--- src/rtl/drive_supervisor_pkg.sv ---
// Shared constants, register map and carrier types for the drive supervisor
package drive_supervisor_pkg;

  // ************
  // Timing
  // ************
  localparam int unsigned CLK_MHZ = 200;
  localparam int unsigned OT_STEP_MS = 100;
  localparam int unsigned OT_STEP_CYCLES = OT_STEP_MS * CLK_MHZ * 1000;

  // ************
  // Register map
  // ************
  localparam logic [7:0] OFF_CTRL = 8'h00;
  localparam logic [7:0] OFF_ACCEL_LVL = 8'h04;
  localparam logic [7:0] OFF_CONST_LVL = 8'h08;
  localparam logic [7:0] OFF_DECEL_LVL = 8'h0C;
  localparam logic [7:0] OFF_OT_LVL = 8'h10;
  localparam logic [7:0] OFF_OT_TIME = 8'h14;
  localparam logic [7:0] OFF_STALL_DEC = 8'h18;
  localparam logic [7:0] OFF_RATED_CUR = 8'h1C;
  localparam logic [7:0] OFF_OV_VOLT = 8'h20;
  localparam logic [7:0] OFF_STATUS = 8'h24;
  localparam logic [7:0] OFF_IRQ_EN = 8'h28;
  localparam logic [7:0] OFF_IRQ_CLR = 8'h2C;
  localparam logic [7:0] OFF_MONITOR = 8'h30;
  localparam logic [7:0] OFF_SAVED = 8'h34;
  localparam logic [7:0] OFF_FREQ_BASE = 8'h40;
  localparam logic [7:0] OFF_TIMER_BASE = 8'h80;

  // ************
  // Fields
  // ************
  localparam int unsigned CTRL_OV_EN = 0;
  localparam int unsigned CTRL_OT_MODE = 1;
  localparam int unsigned CTRL_RETAIN = 3;
  localparam int unsigned CTRL_MS_MODE = 4;
  localparam logic [2:0] MS_INTERNAL = 3'h1;
  localparam int unsigned EV_OV_HOLD = 0;
  localparam int unsigned EV_ACC_HOLD = 1;
  localparam int unsigned EV_CONST_RED = 2;
  localparam int unsigned EV_OT_ALARM = 3;
  localparam int unsigned EV_OT_TRIP = 4;
  localparam int unsigned EV_SAVED = 5;
  localparam int unsigned NUM_EV = 6;
  localparam int unsigned NUM_FREQ = 15;
  localparam int unsigned NUM_TIMER = 16;
  localparam logic [23:0] PCT_FULL = 24'h000064;

  // ************
  // Reset values
  // ************
  localparam logic [6:0] CTRL_RST = 7'h01;
  localparam logic [7:0] ACCEL_LVL_RST = 8'h96;
  localparam logic [7:0] CONST_LVL_RST = 8'h00;
  localparam logic [7:0] DECEL_LVL_RST = 8'h96;
  localparam logic [7:0] OT_LVL_RST = 8'h00;
  localparam logic [7:0] OT_TIME_RST = 8'h0A;
  localparam logic [15:0] STALL_DEC_RST = 16'h0032;
  localparam logic [15:0] RATED_CUR_RST = 16'h0064;
  localparam logic [15:0] OV_VOLT_RST = 16'h0320;
  // Step 2 first, in 0.01 Hz
  localparam logic [NUM_FREQ-1:0][15:0] FREQ_RST = {
    16'h1194, 16'h0FA0, 16'h0DAC, 16'h0BB8, 16'h09C4, 16'h07D0, 16'h05DC,
    16'h03E8, 16'h0032, 16'h0FA0, 16'h0DAC, 16'h0BB8, 16'h09C4, 16'h07D0,
    16'h05DC};
  // Timer 1 first, in 0.1 s
  localparam logic [NUM_TIMER-1:0][15:0] TIMER_RST = {
    {14{16'h0000}}, 16'h0064, 16'h0064};

  // ************
  // Types
  // ************
  typedef enum logic [1:0] {
    OT_IDLE = 2'b00,
    OT_TIMING = 2'b01,
    OT_ALARM = 2'b11,
    OT_TRIP = 2'b10
  } ot_state_t;

  typedef struct packed {
    logic [15:0] current;
    logic [15:0] dc_voltage;
    logic ramp_accel;
    logic ramp_const;
    logic ramp_decel;
    logic running;
    logic freq_reached;
    logic valid;
  } meas_t;

  typedef struct packed {
    logic [3:0] step;
    logic [15:0] elapsed;
  } prog_t;

  typedef struct packed {
    logic ramp_hold;
    logic freq_reduce;
    logic [15:0] reduce_time;
    logic alarm;
    logic trip;
  } drive_cmd_t;

endpackage

--- src/rtl/tenth_second_tick.sv ---
// Periodic one-cycle tick for over-torque timing
`timescale 1ns/1ps
module tenth_second_tick #(
  parameter int unsigned CYCLES = 20000000
) (
  input wire logic i_mclk,
  input wire logic i_reset,
  output logic o_tick
);
  logic [31:0] cnt_q;
  wire last = (cnt_q == 32'(CYCLES - 1));

  always_ff @(posedge i_mclk) begin
    if (i_reset || last) begin
      cnt_q <= 32'h00000000;
    end else begin
      cnt_q <= cnt_q + 32'h00000001;
    end
  end

  always_ff @(posedge i_mclk) begin
    if (i_reset) begin
      o_tick <= 1'b0;
    end else begin
      o_tick <= last;
    end
  end
endmodule // tenth_second_tick

--- src/rtl/drive_stall_overtorque_supervisor.sv ---
// Stall prevention, over-torque supervision and step program storage
`timescale 1ns/1ps
module drive_stall_overtorque_supervisor #(
  parameter int unsigned TICK_CYCLES = drive_supervisor_pkg::OT_STEP_CYCLES
) (
  input wire logic i_mclk,
  input wire logic i_reset,
  input wire logic [7:0] i_addr,
  input wire logic [31:0] i_wdata,
  input wire logic i_wr,
  input wire logic i_rd,
  input wire drive_supervisor_pkg::meas_t i_meas,
  input wire drive_supervisor_pkg::prog_t i_prog,
  input wire logic i_stop,
  input wire logic i_fault,
  output logic [31:0] o_rdata,
  output drive_supervisor_pkg::drive_cmd_t o_cmd,
  output drive_supervisor_pkg::prog_t o_resume,
  output logic o_resume_valid,
  output logic [3:0] o_next_step,
  output logic o_irq
);
  import drive_supervisor_pkg::*;

  // ************
  // Helpers
  // ************
  function automatic logic hit(input logic [7:0] a, input logic [7:0] off);
    return a == off;
  endfunction

  function automatic logic over_level(input logic [15:0] cur, input logic [7:0] lvl,
                                      input logic [15:0] rated);
    logic [23:0] lhs;
    logic [23:0] rhs;
    lhs = 24'(cur) * PCT_FULL;
    rhs = 24'(lvl) * 24'(rated);
    return (lvl != 8'h00) && (lhs > rhs);
  endfunction

  // ************
  // Configuration registers
  // ************
  logic [6:0] ctrl_q;
  logic [7:0] accel_lvl_q;
  logic [7:0] const_lvl_q;
  logic [7:0] decel_lvl_q;
  logic [7:0] ot_lvl_q;
  logic [7:0] ot_time_q;
  logic [15:0] stall_dec_q;
  logic [15:0] rated_q;
  logic [15:0] ov_volt_q;
  logic [NUM_EV-1:0] irq_en_q;
  logic [NUM_EV-1:0] status_q;
  logic [15:0] freq_q [NUM_FREQ];
  logic [15:0] timer_q [NUM_TIMER];

  wire ov_en = ctrl_q[CTRL_OV_EN];
  wire [1:0] ot_mode = ctrl_q[CTRL_OT_MODE +: 2];
  wire retain = ctrl_q[CTRL_RETAIN];
  wire [2:0] ms_mode = ctrl_q[CTRL_MS_MODE +: 3];

  always_ff @(posedge i_mclk) begin
    if (i_reset) begin
      ctrl_q <= CTRL_RST;
      accel_lvl_q <= ACCEL_LVL_RST;
      const_lvl_q <= CONST_LVL_RST;
      decel_lvl_q <= DECEL_LVL_RST;
      ot_lvl_q <= OT_LVL_RST;
      ot_time_q <= OT_TIME_RST;
    end else if (i_wr) begin
      if (hit(i_addr, OFF_CTRL)) ctrl_q <= i_wdata[6:0];
      if (hit(i_addr, OFF_ACCEL_LVL)) accel_lvl_q <= i_wdata[7:0];
      if (hit(i_addr, OFF_CONST_LVL)) const_lvl_q <= i_wdata[7:0];
      if (hit(i_addr, OFF_DECEL_LVL)) decel_lvl_q <= i_wdata[7:0];
      if (hit(i_addr, OFF_OT_LVL)) ot_lvl_q <= i_wdata[7:0];
      if (hit(i_addr, OFF_OT_TIME)) ot_time_q <= i_wdata[7:0];
    end
  end

  always_ff @(posedge i_mclk) begin
    if (i_reset) begin
      stall_dec_q <= STALL_DEC_RST;
      rated_q <= RATED_CUR_RST;
      ov_volt_q <= OV_VOLT_RST;
      irq_en_q <= '0;
    end else if (i_wr) begin
      if (hit(i_addr, OFF_STALL_DEC)) stall_dec_q <= i_wdata[15:0];
      if (hit(i_addr, OFF_RATED_CUR)) rated_q <= i_wdata[15:0];
      if (hit(i_addr, OFF_OV_VOLT)) ov_volt_q <= i_wdata[15:0];
      if (hit(i_addr, OFF_IRQ_EN)) irq_en_q <= i_wdata[NUM_EV-1:0];
    end
  end

  // ************
  // Step tables
  // ************
  genvar gi;
  generate
    for (gi = 0; gi < NUM_FREQ; gi++) begin : g_freq
      wire sel = hit(i_addr, OFF_FREQ_BASE + 8'(gi * 4));
      always_ff @(posedge i_mclk) begin
        if (i_reset) begin
          freq_q[gi] <= FREQ_RST[gi];
        end else if (i_wr && sel) begin
          freq_q[gi] <= i_wdata[15:0];
        end
      end
    end
    for (gi = 0; gi < NUM_TIMER; gi++) begin : g_timer
      wire sel = hit(i_addr, OFF_TIMER_BASE + 8'(gi * 4));
      always_ff @(posedge i_mclk) begin
        if (i_reset) begin
          timer_q[gi] <= TIMER_RST[gi];
        end else if (i_wr && sel) begin
          timer_q[gi] <= i_wdata[15:0];
        end
      end
    end
  endgenerate

  // ************
  // Stall prevention
  // ************
  wire over_acc = over_level(i_meas.current, accel_lvl_q, rated_q);
  wire over_const = over_level(i_meas.current, const_lvl_q, rated_q);
  wire over_dec = over_level(i_meas.current, decel_lvl_q, rated_q);
  wire ov_hit = ov_en && i_meas.ramp_decel && (i_meas.dc_voltage > ov_volt_q);
  wire acc_hit = i_meas.ramp_accel && over_acc;
  wire dec_hit = i_meas.ramp_decel && over_dec;
  wire hold_d = ov_hit || acc_hit || dec_hit;
  wire reduce_d = i_meas.ramp_const && over_const;

  logic hold_q;
  logic reduce_q;
  logic ov_q;
  logic acc_q;
  always_ff @(posedge i_mclk) begin
    if (i_reset) begin
      hold_q <= 1'b0;
      reduce_q <= 1'b0;
      ov_q <= 1'b0;
      acc_q <= 1'b0;
    end else if (i_meas.valid) begin
      hold_q <= hold_d;
      reduce_q <= reduce_d;
      ov_q <= ov_hit;
      acc_q <= acc_hit;
    end
  end

  // ************
  // Over-torque timing
  // ************
  logic tick;
  tenth_second_tick #(.CYCLES(TICK_CYCLES)) u_tick (
    .i_mclk(i_mclk),
    .i_reset(i_reset),
    .o_tick(tick)
  );

  ot_state_t ot_q;
  ot_state_t ot_d;
  logic [7:0] ot_cnt_q;
  logic ot_over_q;
  wire ot_window = ot_mode[1] || i_meas.freq_reached;
  wire ot_over = i_meas.running && ot_window &&
                 over_level(i_meas.current, ot_lvl_q, rated_q);
  wire ot_stop = ot_mode[0];
  wire past_half = {ot_cnt_q, 1'b0} > {1'b0, ot_time_q};
  wire past_full = ot_cnt_q > ot_time_q;
  wire trip_clr = i_wr && hit(i_addr, OFF_IRQ_CLR) && i_wdata[EV_OT_TRIP];

  always_ff @(posedge i_mclk) begin
    if (i_reset) begin
      ot_over_q <= 1'b0;
    end else if (i_meas.valid) begin
      ot_over_q <= ot_over;
    end
  end

  always_ff @(posedge i_mclk) begin
    if (i_reset || !ot_over_q || ot_q == OT_TRIP) begin
      ot_cnt_q <= 8'h00;
    end else if (tick && ot_cnt_q != 8'hFF) begin
      ot_cnt_q <= ot_cnt_q + 8'h01;
    end
  end

  always_comb begin
    ot_d = ot_q;
    unique case (ot_q)
      OT_IDLE: begin
        if (ot_over_q) ot_d = OT_TIMING;
      end
      OT_TIMING: begin
        if (!ot_over_q) ot_d = OT_IDLE;
        else if (past_half) ot_d = OT_ALARM;
      end
      OT_ALARM: begin
        if (!ot_over_q) ot_d = OT_IDLE;
        else if (past_full && ot_stop) ot_d = OT_TRIP;
      end
      OT_TRIP: begin
        if (trip_clr) ot_d = OT_IDLE;
      end
    endcase
  end

  always_ff @(posedge i_mclk) begin
    if (i_reset) begin
      ot_q <= OT_IDLE;
    end else begin
      ot_q <= ot_d;
    end
  end

  always_ff @(posedge i_mclk) begin
    if (i_reset) begin
      o_cmd <= '0;
    end else begin
      o_cmd.ramp_hold <= hold_q && ot_q != OT_TRIP;
      o_cmd.freq_reduce <= reduce_q && ot_q != OT_TRIP;
      o_cmd.reduce_time <= stall_dec_q;
      o_cmd.alarm <= ot_q == OT_ALARM || ot_q == OT_TRIP;
      o_cmd.trip <= ot_q == OT_TRIP;
    end
  end

  // ************
  // Program state retention
  // ************
  always_ff @(posedge i_mclk) begin
    if (i_reset) begin
      o_resume <= '0;
      o_resume_valid <= 1'b0;
    end else if (!retain) begin
      o_resume <= '0;
      o_resume_valid <= 1'b0;
    end else if (i_stop || i_fault) begin
      o_resume <= i_prog;
      o_resume_valid <= 1'b1;
    end
  end

  // Next step with a nonzero timer, wrapping
  function automatic logic [3:0] next_step(input logic [3:0] cur);
    logic [3:0] res;
    logic found;
    logic [3:0] idx;
    res = cur;
    found = 1'b0;
    for (int k = 1; k <= NUM_TIMER; k++) begin
      idx = 4'(cur + 4'(k));
      if (!found && timer_q[idx] != 16'h0000) begin
        res = idx;
        found = 1'b1;
      end
    end
    return res;
  endfunction

  wire [3:0] step_d = (ms_mode == MS_INTERNAL) ? next_step(i_prog.step) : i_prog.step;

  always_ff @(posedge i_mclk) begin
    if (i_reset) begin
      o_next_step <= 4'h0;
    end else begin
      o_next_step <= step_d;
    end
  end

  // ************
  // Interrupts
  // ************
  wire saved_ev = retain && (i_stop || i_fault);
  wire [NUM_EV-1:0] ev = {saved_ev,
                          ot_d == OT_TRIP && ot_q != OT_TRIP,
                          ot_d == OT_ALARM && ot_q == OT_TIMING,
                          reduce_d && i_meas.valid && !reduce_q,
                          acc_hit && i_meas.valid && !acc_q,
                          ov_hit && i_meas.valid && !ov_q};
  wire [NUM_EV-1:0] clr = (i_wr && hit(i_addr, OFF_IRQ_CLR)) ?
                          i_wdata[NUM_EV-1:0] : '0;

  always_ff @(posedge i_mclk) begin
    if (i_reset) begin
      status_q <= '0;
      o_irq <= 1'b0;
    end else begin
      status_q <= (status_q & ~clr) | ev;
      o_irq <= |(((status_q & ~clr) | ev) & irq_en_q);
    end
  end

  // ************
  // Read port
  // ************
  logic [31:0] rd_d;
  logic [15:0] tbl_rd;
  wire [3:0] tbl_idx = i_addr[5:2];

  always_comb begin
    tbl_rd = 16'h0000;
    if (i_addr[7:6] == 2'b10) begin
      tbl_rd = timer_q[tbl_idx];
    end else if (i_addr[7:6] == 2'b01 && tbl_idx != 4'hF) begin
      tbl_rd = freq_q[tbl_idx];
    end
  end

  always_comb begin
    rd_d = 32'h00000000;
    if (i_addr[1:0] == 2'b00) begin
      unique case (i_addr)
        OFF_CTRL: rd_d = 32'(ctrl_q);
        OFF_ACCEL_LVL: rd_d = 32'(accel_lvl_q);
        OFF_CONST_LVL: rd_d = 32'(const_lvl_q);
        OFF_DECEL_LVL: rd_d = 32'(decel_lvl_q);
        OFF_OT_LVL: rd_d = 32'(ot_lvl_q);
        OFF_OT_TIME: rd_d = 32'(ot_time_q);
        OFF_STALL_DEC: rd_d = 32'(stall_dec_q);
        OFF_RATED_CUR: rd_d = 32'(rated_q);
        OFF_OV_VOLT: rd_d = 32'(ov_volt_q);
        OFF_STATUS: rd_d = 32'(status_q);
        OFF_IRQ_EN: rd_d = 32'(irq_en_q);
        OFF_MONITOR: rd_d = {20'h00000, ot_cnt_q, reduce_q, hold_q, ot_q};
        OFF_SAVED: rd_d = {11'h000, o_resume_valid, o_resume};
        default: rd_d = 32'(tbl_rd);
      endcase
    end
  end

  always_ff @(posedge i_mclk) begin
    if (i_reset) begin
      o_rdata <= 32'h00000000;
    end else if (i_rd) begin
      o_rdata <= rd_d;
    end else begin
      o_rdata <= 32'h00000000;
    end
  end

endmodule // drive_stall_overtorque_supervisor

--- config.mk ---
export PLATFORM = sky130hd
export DESIGN_NAME = drive_stall_overtorque_supervisor
export DESIGN_NICKNAME = d
export VERILOG_FILES = /design/src/rtl/drive_supervisor_pkg.sv /design/src/rtl/tenth_second_tick.sv /design/src/rtl/drive_stall_overtorque_supervisor.sv
export SDC_FILE = /design/constraint.sdc
export NUM_CORES = 2
export LEC_CHECK = 0
export ABC_CLOCK_PERIOD_IN_PS = 7500
export BUFFER_PORTS_ARGS = -buffer_cell sky130_fd_sc_hd__buf_2
export CAP_MARGIN = 10
export CELL_PAD_IN_SITES_DETAIL_PLACEMENT = 2
export CELL_PAD_IN_SITES_GLOBAL_PLACEMENT = 2
export CORE_MARGIN = 2
export CORE_UTILIZATION = 42
export DETAILED_ROUTE_END_ITERATION = 16
export PLACE_DENSITY = 0.91
export SETUP_SLACK_MARGIN = 0.3
export SYNTH_ARGS = -nofsm -noshare
export SYNTH_HDL_FRONTEND = slang
export SYNTH_HIERARCHICAL = 1
export SYNTH_SLANG_ARGS = --single-unit
--- constraint.sdc ---
create_clock -name i_mclk -period 7.5 [get_ports i_mclk]
set_clock_uncertainty 0.1 [all_clocks]
set_input_delay 0.75 -clock i_mclk [delete_from_list [all_inputs] [get_ports i_mclk]]
set_output_delay 0.75 -clock i_mclk [all_outputs]
set_load 0.01 [all_outputs]
==> impl_metrics.csv, run 1 <==
group,metric,value,unit
place,hpwlAfterDp,193000,µm
floorplan,start_util,0.423,
floorplan,die_w,370,µm
place,gp_congestion,0.963,
yosys,postSynthCellCount,5620,
yosys,synth_top_area_cell,"edfxtp_1",
status,lastStage,"global routing (5_1_grt)",
yosys,yosysUniqueCellTypes,105,
floorplan,dieHeight,370,µm
grt,grt_max_degree,88,
grt,grt_overflow,13,
clock_tree,cts_inserted_buffers,85,
clock_tree,cts_root_buffer,"clkbuf_16",
yosys,ys_async_sr_fraction,0,
timing,crit_endpoint,"hold_q$_SDFFE_PP0P_/D",
yosys,synth_area,56400,µm²
grt,antenna_found_initial,86,
yosys,seq_area_frac_synth,0.343,
status,error,"[ERROR GRT-0232] Routing congestion too high. Check the congestion heatmap in the GUI.",
floorplan,num_rows,134,
yosys,syn_area_per_cell,10.0,µm²
timing,worst_path_end_type,"register input",
clock_tree,ctsHtreeMaxLevel,3,
status,status,"stopped before the end",
yosys,synth_area_leaders,"edfxtp_1 26%, fa_1 12%, and2_1 8.1%",
floorplan,io_pins,182,
grt,track_usage,0.630,
yosys,synth_top_area_frac,0.264,
clock_tree,clockBufferDepth,3,
place,place_area,59300,µm²
yosys,synth_seq_cells,718,
place,io_buffers,154,
yosys,yosys_warnings,6,
yosys,synth_edf_count,496,
yosys,ys.flop_type,"edfxtp_1",
clock_tree,clkSinkCount,718,
## cell usage after synthesis (28+ instances only)
cell type / instances
ha_1: 352
fa_1: 347
nor3_1: 121
inv_1: 469
nand2_1: 531
nand4_1: 61
xnor2_1: 59
or3_1: 73
a22oi_1: 53
mux4_2: 155
buf_2: 29
o21ai_0: 122
nor2b_1: 46
a211oi_1: 32
nor2_1: 268
buf_1: 28
xor2_1: 55
a31oi_1: 29
nand2b_1: 64
nor4_1: 86
and2_1: 726
dfxtp_1: 222
edfxtp_1: 496
nand3_1: 117
clkbuf_1: 285
mux2i_1: 66
a21oi_1: 250
a21o_1: 53
## stage by stage
step / worst slack, ps / cells
after detailed placement: -286 / 7367
after floorplan: 1130 / 5630
after global placement: 513 / 7367
after CTS: 297 / 7530
## kinds of logic after synthesis
group                      Yosys count  synth area share
AOI/OAI and AO/OA                  775            0.0904
and+or+nand+nor                   2242             0.213
buffers and inverters              835            0.0578
DFF                                718             0.343
muxes                              236            0.0771
xor gates and xnor gates           114            0.0177
adders and majority gates          699             0.201
other                                1         0.0000665
## repair_timing
action | CTS
endpoints found under the hold margin | 0
gates resized for setup | 84
pin swaps | 14
setup endpoints to repair | 7
hold buffers | 0
buffers inserted | 9
## layer usage
layer  track usage  overflow
met5         0.281         0
met4         0.608         8
met3         0.490         1
met2         0.785         4
met1         0.628         0
==> run 2, diff against run 1 <==
--- a/config.mk
+++ b/config.mk
@@ -8,13 +8,10 @@
 export ABC_CLOCK_PERIOD_IN_PS = 7500
 export BUFFER_PORTS_ARGS = -buffer_cell sky130_fd_sc_hd__buf_2
 export CAP_MARGIN = 10
-export CELL_PAD_IN_SITES_DETAIL_PLACEMENT = 2
-export CELL_PAD_IN_SITES_GLOBAL_PLACEMENT = 2
 export CORE_MARGIN = 2
-export CORE_UTILIZATION = 42
+export CORE_UTILIZATION = 30
 export DETAILED_ROUTE_END_ITERATION = 16
-export PLACE_DENSITY = 0.91
-export SETUP_SLACK_MARGIN = 0.3
+export PLACE_DENSITY_LB_ADDON = 0.15
 export SYNTH_ARGS = -nofsm -noshare
 export SYNTH_HDL_FRONTEND = slang
 export SYNTH_HIERARCHICAL = 1
==> run 2 against run 1 <==
  * The run now ends clean
  * Area after synthesis stayed put
  * Synthesized cell count stayed put
==> impl_metrics.csv, run 2 <==
group,metric,value,unit
status,status,"completed",
place,pre_cts_ws,316,ps
grt,track_usage,0.223,
setup_path,setup.worst_path.end_class,"flip-flop",
floorplan,fp.dieArea,191000,µm²
timing,fmax,0.142,GHz
setup_path,r2r_cells,25,
drt,dr.max_layer_used,"met5",
layout,drive_gt1_frac,0.122,
drt,drc,0,
clock_tree,cts_hold_buffers,0,
drt,wl_met1,88300,µm
floorplan,num_rows,159,
clock_tree,clockBufferDepth,3,
layout,finalInstanceArea,63400,µm²
timing,rsz0062_at_grt,"false",
layout,layout_common_cells,"726 x and2_1, 531 x nand2_1, 496 x edfxtp_1, 468 x inv_1, 351 x ha_1",
place,hpwlAfterDp,155000,µm
floorplan,start_util,0.301,
place,gp_congestion,0.917,
timing,hold_slack,171,ps
grt,antenna_found_initial,25,
drt,drtAntennaViolNets,0,
yosys,ys.flop_type,"edfxtp_1",
clock_tree,post_cts_resized,0,
yosys,postSynthCellCount,5620,
timing,period_share,0.937,
layout,multi_input_area,33900,µm²
layout,largest_reg_flops,256,
grt,grt_pass1_wl,315000,µm
clock_tree,cts_tree,"yes",
setup_path,path_class,"reg2reg",
grt,grt_pass1_vias,44900,
flow_run,drv_cap,0,
layout,nets,6506,
hold_path,hold_path.class,"in2reg",
drt,dr_wl_met2,103000,µm
drt,drt_iter0_markers,3813,
layout,area_growth,12.4,%
yosys,yosysUniqueCellTypes,105,
clock_tree,insertion_delay,730,ps
yosys,syn_area_per_cell,10.0,µm²
clock_tree,cts_inserted_buffers,87,
yosys,synth_area,56400,µm²
setup_path,cp.required,8010,ps
drt,wl_per_cell,25.8,µm
pwr,p_per_area,171,nW/µm²
grt,grt_max_degree,114,
yosys,synth_seq_cells,718,
drt,firstDrtPassIters,9,
timing,finalSetupViolCount,0,
yosys,synth_edf_count,496,
floorplan,dieHeight,438,µm
layout,reg.largest.list,"timer_q: 256 flops, freq_q: 240 flops, u_tick/cnt_q: 32 flops",
yosys,synthMostInstantiatedCell,"and2_1",
yosys,synth_top_area_frac,0.264,
floorplan,die_w,438,µm
pwr,leakagePower,0.0255,µW
drt,viasPerCell,5.31,
grt,grt_overflow,0,
timing,period_needed,7030,ps
layout,final_core_utilization,0.339,
yosys,synth_commonest_cells,"726 x and2_1, 531 x nand2_1, 496 x edfxtp_1, 469 x inv_1, 352 x ha_1",
timing,maxSlewViolCount,0,
timing,tns,0,ps
yosys,yosys_warnings,6,
layout,top_register,"timer_q",
layout,regArea,19300,µm²
hold_path,min_path_cells,3,
clock_tree,clkSinkCount,718,
yosys,seq_area_frac_synth,0.343,
setup_path,critPathLaunchType,"flip-flop",
timing,fin_ws,475,ps
place,place_area,60400,µm²
clock_tree,post_cts_buffers,0,
drt,totalWireLength,213000,µm
drt,vias,44000,
floorplan,io_pins,182,
yosys,ys_async_sr_fraction,0,
clock_tree,path_clk_slew,60,ps
drt,met3_length,12300,µm
clock_tree,cts_root_buffer,"clkbuf_16",
timing,finalHoldViolCount,0,
floorplan,core_area,187000,µm²
layout,final_common_cell,"and2_1",
timing,worstMarginPinSlew,1250,ps
place,io_buffers,154,
timing,timing.slew.headroom,0.161,
setup_path,worstPathArrival,7540,ps
pwr,peakVddDrop,0.178,mV
yosys,synth_top_area_cell,"edfxtp_1",
clock_tree,ctsHtreeMaxLevel,3,
yosys,synth_area_leaders,"edfxtp_1 26%, fa_1 12%, and2_1 8.1%",
setup_path,worst-path-max-fanout,16,
layout,fill_cells,18900,
-- run 2: metal layers --
| metal | vias up | GRT usage |
|---|---|---|
| li1 | 19800 | - |
| met1 | 22300 | 0.288 |
| met2 | 1502 | 0.373 |
| met3 | 327 | 0.0297 |
| met4 | 6 | 0.0951 |
| met5 | - | 0 |
-- run 2: worst paths after layout --
kind | endpoint | startpoint | slack (ps)
setup / recovery | hold_q$_SDFFE_PP0P_ | rated_q[4]$_SDFFE_PP0P_ | 470
hold / removal | o_resume[5]$_SDFFE_PP0N_ | i_prog[5] | 170
setup reg to reg | hold_q$_SDFFE_PP0P_ | rated_q[4]$_SDFFE_PP0P_ | 470
hold reg to reg | o_rdata[16]$_SDFF_PP0_ | o_resume[16]$_SDFFE_PP0N_ | 360
-- run 2: worst max-delay path, stage by stage, from the launching register on --
cell	delay, ps
dfxtp_1	460
buf_4	370
nand2_1	120
fa_1	480
fa_1	500
inv_1	60
fa_1	510
fa_1	500
ha_1	370
nand3_1	100
o211ai_1	110
o41a_1	400
a41oi_1	380
a211oi_1	170
a41o_1	280
nor4_1	290
nor2_1	110
xnor2_1	150
ha_1	320
nand3_1	100
nor3_1	60
nand3_1	110
nand3_1	100
nor3_1	440
nor3_1	90
a211oi_1	230
-- run 2: kinds of logic (layout without fill, tap and decap cells) --
family / Yosys count / in the layout / synth area share
xor gates and xnor gates: 114 / 114 / 0.0177
DFF: 718 / 718 / 0.343
buffers and inverters: 835 / 981 / 0.0578
AOI/OAI and AO/OA: 775 / 775 / 0.0904
and+or+nand+nor: 2242 / 2242 / 0.213
adders and majority gates: 699 / 699 / 0.201
muxes: 236 / 236 / 0.0771
other: 1 / 29 / 0.0000665
-- run 2: metrics by stage --
stage	instances	power [µW]
after floorplan	5630	5640
after global placement	8108	6500
after detailed placement	8108	6510
after CTS	8270	10900
after global routing	8276	11200
final	8289	10800
-- run 2: where the power goes --
part           switching, µW  internal, µW
Clock                   1920          2450
Combinational           1220           710
Sequential               137          4380
Total                   3280          7540
-- run 2: final cells by class --
class	instances	share of cell area
multi-input combinational	4077	0.535
sequential	718	0.305
inverter	473	0.0280
antenna	18	0.000710
timing repair buffer	346	0.0365
clock buffer	106	0.0361
tap	2495	0.0492
clock inverter	56	0.00947
No activity file was read; power rests on OpenSTA's default activity.
